<file path="config.mk">
export PLATFORM = sky130hd
export DESIGN_NAME = acs_ctrl
export DESIGN_NICKNAME = d
export VERILOG_FILES = /design/src/rtl/acs_pkg.sv /design/src/rtl/acs_refresh.sv /design/src/rtl/acs_ctrl.sv
export SDC_FILE = /design/constraint.sdc
export NUM_CORES = 1
export LEC_CHECK = 0
export ABC_AREA = 1
export BUFFER_PORTS_ARGS = -buffer_cell sky130_fd_sc_hd__buf_2
export CORE_UTILIZATION = 61
export DETAILED_ROUTE_END_ITERATION = 6
export GPL_ROUTABILITY_DRIVEN = 0
export PLACE_DENSITY = 0.85
export SYNTH_ARGS = -nofsm -noshare
export SYNTH_HDL_FRONTEND = slang
export SYNTH_SLANG_ARGS = --single-unit
</file>
<file path="constraint.sdc">
create_clock -name clock -period 2.7 [get_ports clock]
set_input_delay 0.27 -clock clock [delete_from_list [all_inputs] [get_ports clock]]
set_output_delay 0.27 -clock clock [all_outputs]
set_load 0.02 [all_outputs]
</file>
<file path="src/rtl/acs_pkg.sv">
`default_nettype none
package acs_pkg;
  // Board clock
  localparam int unsigned CLK_PERIOD_NS = 10;

  // Register offsets on the parallel bus
  localparam logic [5:0] CSR_OFS  = 6'h02;
  localparam logic [5:0] DATA_OFS = 6'h04;

  // Control and status word field positions
  localparam int unsigned BIT_READY = 15;
  localparam int unsigned BIT_LAMP  = 14;
  localparam int unsigned BIT_PEND  = 13;
  localparam int unsigned BIT_FMT   = 12;
  localparam int unsigned BIT_FAST  = 8;
  localparam int unsigned BIT_ACQ   = 6;
  localparam int unsigned BIT_CLR   = 5;
  localparam int unsigned SEL_MSB   = 3;

  // Values after reset
  localparam logic [15:0] CSR_RESET  = 16'h0000;
  localparam logic [15:0] DATA_RESET = 16'h0000;

  // Input settling time, rounded up to whole cycles
  localparam int unsigned SETTLE_NS  = 8000;
  localparam logic [15:0] SETTLE_CYC =
    16'((SETTLE_NS + CLK_PERIOD_NS - 1) / CLK_PERIOD_NS);

  // Output refresh intervals (nominal)
  localparam int unsigned REFRESH_SLOW_NS  = 1700000;
  localparam int unsigned REFRESH_FAST_NS  = 400000;
  localparam int unsigned REFRESH_SLOW_CYC = REFRESH_SLOW_NS / CLK_PERIOD_NS;
  localparam int unsigned REFRESH_FAST_CYC = REFRESH_FAST_NS / CLK_PERIOD_NS;

  // Host bus request
  typedef struct packed {
    logic        sel;
    logic        wr;
    logic [5:0]  addr;
    logic [15:0] wdata;
  } acs_bus_req_t;

  // Converter answer
  typedef struct packed {
    logic        done;
    logic [11:0] code;
  } acs_adc_res_t;
endpackage
`default_nettype wire

</file>
<file path="src/rtl/acs_refresh.sv">
`default_nettype none
module acs_refresh
  import acs_pkg::*;
#(
  parameter int unsigned SLOW_CYC = REFRESH_SLOW_CYC,
  parameter int unsigned FAST_CYC = REFRESH_FAST_CYC
) (
  // Clock and reset
  input  wire logic clock,
  input  wire logic nrst,
  // Control
  input  wire logic fast,
  // Refresh strobe
  output logic      tick
);
  logic [19:0] cnt_r;
  logic [19:0] cnt_nxt;
  logic [19:0] last;

  // Interval end follows the rate bit live; a rate change takes effect at once
  always_comb begin
    last    = fast ? 20'(FAST_CYC - 1) : 20'(SLOW_CYC - 1);
    tick    = (cnt_r >= last);
    cnt_nxt = tick ? 20'h0_0000 : cnt_r + 20'h0_0001;
  end

  always_ff @(posedge clock or negedge nrst) begin
    if (!nrst) begin
      cnt_r <= 20'h0_0000;
    end else begin
      cnt_r <= cnt_nxt;
    end
  end
endmodule
`default_nettype wire

</file>
<file path="src/rtl/acs_ctrl.sv">
// Contract
// - Refresh interval 1.7 ms, or 0.4 ms
// - Begin-acquisition write starts input settling
// - Timing clear bit abandons acquisition and conversion
// - Bits 3..0 select the input channel
// - Control bits read back; 15,13,6 are live
// - Sample-ready set when result is stored
// - Reading sample register clears sample-ready
// - Conversion-trigger write sets conversion-pending
// - Pending clears when the new result lands
// - Settling never finishes without pending conversion
// - Busy settling flags high, ignores begin writes
// - Begin write accepted whenever settling idle and stored clear bit low
// - Trigger ignored while unread result; settling held
// - Bit 12 picks offset binary or two's complement
// - Result right-justified, upper bits zero or sign
// - Begin and trigger bits act only when written
`default_nettype none
module acs_ctrl
  import acs_pkg::*;
#(
  parameter int unsigned SLOW_CYC = REFRESH_SLOW_CYC,
  parameter int unsigned FAST_CYC = REFRESH_FAST_CYC
) (
  // Clock and reset
  input  wire logic         clock,
  input  wire logic         nrst,
  // Host bus
  input  wire acs_bus_req_t bus_req,
  output logic [15:0]       bus_rdata,
  output logic              bus_ack,
  // Converter
  input  wire acs_adc_res_t adc_res,
  output logic [3:0]        adc_channel,
  output logic              adc_settling,
  output logic              adc_start,
  // Analog output refresh
  output logic              refresh_tick
);
  typedef enum logic [1:0] {
    ACS_IDLE   = 2'b01,
    ACS_SETTLE = 2'b10
  } acs_state_t;

  // Register state
  acs_state_t  state_r, state_nxt;
  logic [15:0] ctrl_r, ctrl_nxt;
  logic [15:0] data_r, data_nxt;
  logic [15:0] cnt_r, cnt_nxt;
  logic        pend_r, pend_nxt;
  logic        ready_r, ready_nxt;
  logic        conv_r, conv_nxt;
  logic [15:0] rdata_r, rdata_nxt;
  logic        ack_r, ack_nxt;

  // Decoded bus events
  logic        wr_csr;
  logic        rd_data;
  logic        clr;
  logic        acq;
  logic        settle_done;
  logic        finish;
  logic [15:0] status;

  // Raw code is offset binary; flip the MSB and extend for two's complement
  function automatic logic [15:0] acs_format(input logic [11:0] code, input logic offs);
    logic [11:0] c;
    c = offs ? code : {~code[11], code[10:0]};
    return offs ? {4'h0, c} : {{4{c[11]}}, c};
  endfunction

  // Status view: control bits mirrored, three live flags substituted
  function automatic logic [15:0] acs_view(input logic [15:0] c, input logic rdy,
                                           input logic pnd, input logic aq);
    logic [15:0] v;
    v           = c;
    v[BIT_READY] = rdy;
    v[BIT_PEND]  = pnd;
    v[BIT_ACQ]   = aq;
    return v;
  endfunction

  // Bus decode and sequencing conditions
  always_comb begin
    wr_csr      = bus_req.sel && bus_req.wr && (bus_req.addr == CSR_OFS);
    rd_data     = bus_req.sel && !bus_req.wr && (bus_req.addr == DATA_OFS);
    clr         = ctrl_r[BIT_CLR];
    acq         = (state_r == ACS_SETTLE);
    settle_done = (cnt_r >= SETTLE_CYC - 16'h0001);
    // Holding settling until the old sample is read avoids overwriting it
    finish      = acq && settle_done && pend_r && !ready_r && !conv_r;
    status      = acs_view(ctrl_r, ready_r, pend_r, acq);
  end

  // Control word; strobe bits are not stored so they never re-fire
  always_comb begin
    ctrl_nxt = ctrl_r;
    if (wr_csr) begin
      ctrl_nxt           = bus_req.wdata;
      ctrl_nxt[BIT_READY] = 1'b0;
      ctrl_nxt[BIT_PEND]  = 1'b0;
      ctrl_nxt[BIT_ACQ]   = 1'b0;
    end
  end

  // Settling sequencer
  always_comb begin
    state_nxt = state_r;
    cnt_nxt   = cnt_r;
    case (state_r)
      ACS_IDLE: begin
        cnt_nxt = 16'h0000;
        if (wr_csr && bus_req.wdata[BIT_ACQ] && !clr) begin
          state_nxt = ACS_SETTLE;
        end
      end
      ACS_SETTLE: begin
        // Further begin writes fall through here unused
        if (!settle_done) begin
          cnt_nxt = cnt_r + 16'h0001;
        end
        if (finish) begin
          state_nxt = ACS_IDLE;
        end
      end
      default: begin
        state_nxt = ACS_IDLE;
        cnt_nxt   = 16'h0000;
      end
    endcase
    if (clr) begin
      state_nxt = ACS_IDLE;
      cnt_nxt   = 16'h0000;
    end
  end

  // Conversion flags and sample register
  always_comb begin
    pend_nxt  = pend_r;
    ready_nxt = ready_r;
    conv_nxt  = conv_r;
    data_nxt  = data_r;
    if (finish) begin
      conv_nxt = 1'b1;
    end
    if (rd_data) begin
      ready_nxt = 1'b0;
    end
    // A result landing in the read cycle wins over the clear
    if (conv_r && adc_res.done) begin
      conv_nxt  = 1'b0;
      pend_nxt  = 1'b0;
      ready_nxt = 1'b1;
      data_nxt  = acs_format(adc_res.code, ctrl_r[BIT_FMT]);
    end
    // Host trigger wins over the completion clear, so no trigger is lost
    if (wr_csr && bus_req.wdata[BIT_PEND] && !ready_r) begin
      pend_nxt = 1'b1;
    end
    if (clr) begin
      pend_nxt  = 1'b0;
      ready_nxt = 1'b0;
      conv_nxt  = 1'b0;
    end
  end

  // Registered read data; unmapped offsets read zero
  always_comb begin
    ack_nxt   = bus_req.sel;
    rdata_nxt = 16'h0000;
    if (bus_req.sel && !bus_req.wr) begin
      if (bus_req.addr == CSR_OFS) begin
        rdata_nxt = status;
      end else if (bus_req.addr == DATA_OFS) begin
        rdata_nxt = data_r;
      end
    end
  end

  always_ff @(posedge clock or negedge nrst) begin
    if (!nrst) begin
      state_r <= ACS_IDLE;
      ctrl_r  <= CSR_RESET;
      data_r  <= DATA_RESET;
      cnt_r   <= 16'h0000;
      pend_r  <= 1'b0;
      ready_r <= 1'b0;
      conv_r  <= 1'b0;
      rdata_r <= 16'h0000;
      ack_r   <= 1'b0;
    end else begin
      state_r <= state_nxt;
      ctrl_r  <= ctrl_nxt;
      data_r  <= data_nxt;
      cnt_r   <= cnt_nxt;
      pend_r  <= pend_nxt;
      ready_r <= ready_nxt;
      conv_r  <= conv_nxt;
      rdata_r <= rdata_nxt;
      ack_r   <= ack_nxt;
    end
  end

  // Refresh timer
  acs_refresh #(
    .SLOW_CYC (SLOW_CYC),
    .FAST_CYC (FAST_CYC)
  ) u_refresh (
    .clock (clock),
    .nrst  (nrst),
    .fast  (ctrl_r[BIT_FAST]),
    .tick  (refresh_tick)
  );

  // Outputs
  assign bus_rdata    = rdata_r;
  assign bus_ack      = ack_r;
  assign adc_channel  = ctrl_r[SEL_MSB:0];
  assign adc_settling = acq;
  assign adc_start    = finish;
endmodule
`default_nettype wire

</file>
==> out/metrics.yaml <==
syn_nets: 497
clk_pin_slew_worst_paths_ps: 80
multi_input_area_sq_mm: 0.001569
cts_tree: "built"
synthToLayoutAreaGrowth_pct: 14.00
core_sq_mm: 0.006061
num_io_pins: 63
cts-buffers-inserted: 9
clock_sinks: 84
dp_cells: 575
n_fill_cell: 439
synth.top_cells.by_count: "nand2_1, dfrtp_1, nor2_1"
worst_slew_pin_slew_ps: 992.6
rsz0062_at_grt: "false"
crit_family: "flip-flops"
drc: 0
maxCapViolCount: 0
htreeDepth: 3
grt-ovfl-total: 0
row_count: 28
antenna_found_initial: 0
post-route-min-period_ps: 2042
vias: 3214
cts_root_buffer: "clkbuf_8"
min_path_type: "in -> async"
finalPower_mw: 2.427
finalSetupViolCount: 0
status: "finished, final reports clean"
num_antenna_cells: 0
port_buffers: 61
synth_top_area_cell: "dfrtp_1"
yosysSeqAreaShare: 0.5338
synth_cell_type_count: 31
postCtsSetupRepairBufs: 0
syn_area_sq_mm: 0.003940
ys.flop_type: "dfrtp_1"
crit_arrival_ps: 1770
max_freq_ghz: 0.4898
p_leak_nw: 2.308
yosys_register_bits: 84
fin_nets: 557
yosysMostFrequentCell: "nand2_1"
fin_skew_ps: 11.81
dieArea_sq_mm: 0.006785
routed_wl_um: 8073
post-route-period-util: 0.7562
grt_pass1_vias: 3055
preCtsSetupSlack_ps: 790.8
firstDrtPassIters: 5
cp.buffers_inverters: 2
cts.repair.resized: 0
dp_hpwl_um: 5666
grt_usage: 0.2674
die_w_um: 82.37
yosys_warnings: 0
async_flop_share: 1.000
cp_max_fo: 4
crit_path_start_kind: "register"
crit_chain: "inv_1 -> ha_1 -> a21oi_1 -> nand2_1 -> nand2_1 -> nand3_1 -> nand2_1 -> nand3_1 -> buf_2"
worst_skew_pair.late_latency_ps: 350
cts_hold_buf: 0
slowest_stage: "dfrtp_1"
worst_hold_slack_ps: 70.88
synth_area_leaders: "dfrtp_1, nand2_1, nor2_1"
wl_per_cell_um: 13.66
synth.avg_cell_area_sq_um: 8.736
seqCellArea_sq_mm: 0.002103
clockBufferDepth: 2
floorplan.initialDensity: 0.6501
yosysTopAreaCellShare: 0.5272
powerDensity_mw_per_mm2: 540.4
stdcell_count: 591
grt_max_degree: 85
cpMostUsedCell: "nand2_1"
slew_violations: 0
synth-edff-count: 0
hold_viol_final: 0
end_kind: "output port"
fin_setup_tns_ps: 0
peakVddDrop_mv: 0.4179
setup_slack_ps: 658.4
synthesis.instances: 451
drt-initial-drc-count: 220
cp_slowest_stage_delay_ps: 410
grt_pass1_wl_um: 13320
antenna_left: 0
via_per_inst: 5.438
slew_headroom: 0.3382
crit_required_ps: 2430
die_h_um: 82.37
critPathKind: "reg -> out"
drive_gt1_frac: 0.1996
power by group:
| group | switching, mW | internal (mW) |
|---|---|---|
| Clock | 0.431 | 0.546 |
| Combinational | 0.0926 | 0.0495 |
| Sequential | 0.0213 | 1.29 |
| Total | 0.545 | 1.88 |
per-stage QoR:
stage                     instance area (sq um)  utilization
after CTS                                  4492       0.7411
after global placement                     4274       0.7052
final                                      4492       0.7411
after floorplan                            3940            -
after global routing                       4492       0.7411
after detailed placement                   4274       0.7052
placed cells by master (no fill, tap or decap), types with 4 or more instances in the layout:
master and n:
clkbuf_8 10, nand4_1 11, dfrtp_1 83, xor2_1 10, nand2_1 121, buf_2 60, o21ai_0 11, inv_1 49
nand3_1 17, nor3_1 7, mux2_2 12, nor2_1 54, a21oi_1 30, ha_1 7, xnor2_1 4
cells by family after synthesis:
| logic type | count (synthesis) | share of synthesized area |
|---|---|---|
| other cells | 1 | 0.0009518 |
| simple gates | 223 | 0.2490 |
| xor+xnor | 14 | 0.03112 |
| mux | 12 | 0.03430 |
| compound gates | 46 | 0.06065 |
| flops | 84 | 0.5338 |
| buf+inv | 64 | 0.06796 |
| fa+ha+maj | 7 | 0.02223 |
worst paths after layout:
path | start | endpoint | slack (ps) | cells after the start
hold reg to reg | ctrl_r[7] | ctrl_r[7] | 490 | 2
setup / recovery | ctrl_r[8] | refresh_tick | 660 | 9
hold / removal | nrst | data_r[9] | 70 | 1
setup reg to reg | ctrl_r[8] | u_refresh.cnt_r[14] | 1000 | 10
max in group asynchronous | nrst | cnt_r[13] | 1970 | 1
min in group clock | bus_req[23] | bus_ack | 70 | 1
state kept, by name, indices dropped and copies added, names as in the netlist:
signal and count:
data_r 13, ctrl_r 13, pend_r 1, conv_r 1
state_r 2, bus_ack 1, bus_rdata 16, ready_r 1
u_refresh.cnt_r 20, cnt_r 16
area by class of cell:
type / instances / area share
repair buffers: 62 / 0.07019
clock inverters: 4 / 0.01616
inverters: 51 / 0.04290
clock buffers: 12 / 0.03231
flip-flops and latches: 84 / 0.4682
multi-input cells: 303 / 0.3493
well taps: 75 / 0.02089
per-layer routing:
layer  vias up  wire [um]  GRT usage
met4         0        183     0.1368
li1       1546          -          -
met5         -          0          0
met1      1506       3331     0.3294
met3        20        574    0.06264
met2       142       3984     0.4405
Power figures use the tool's default switching activity.
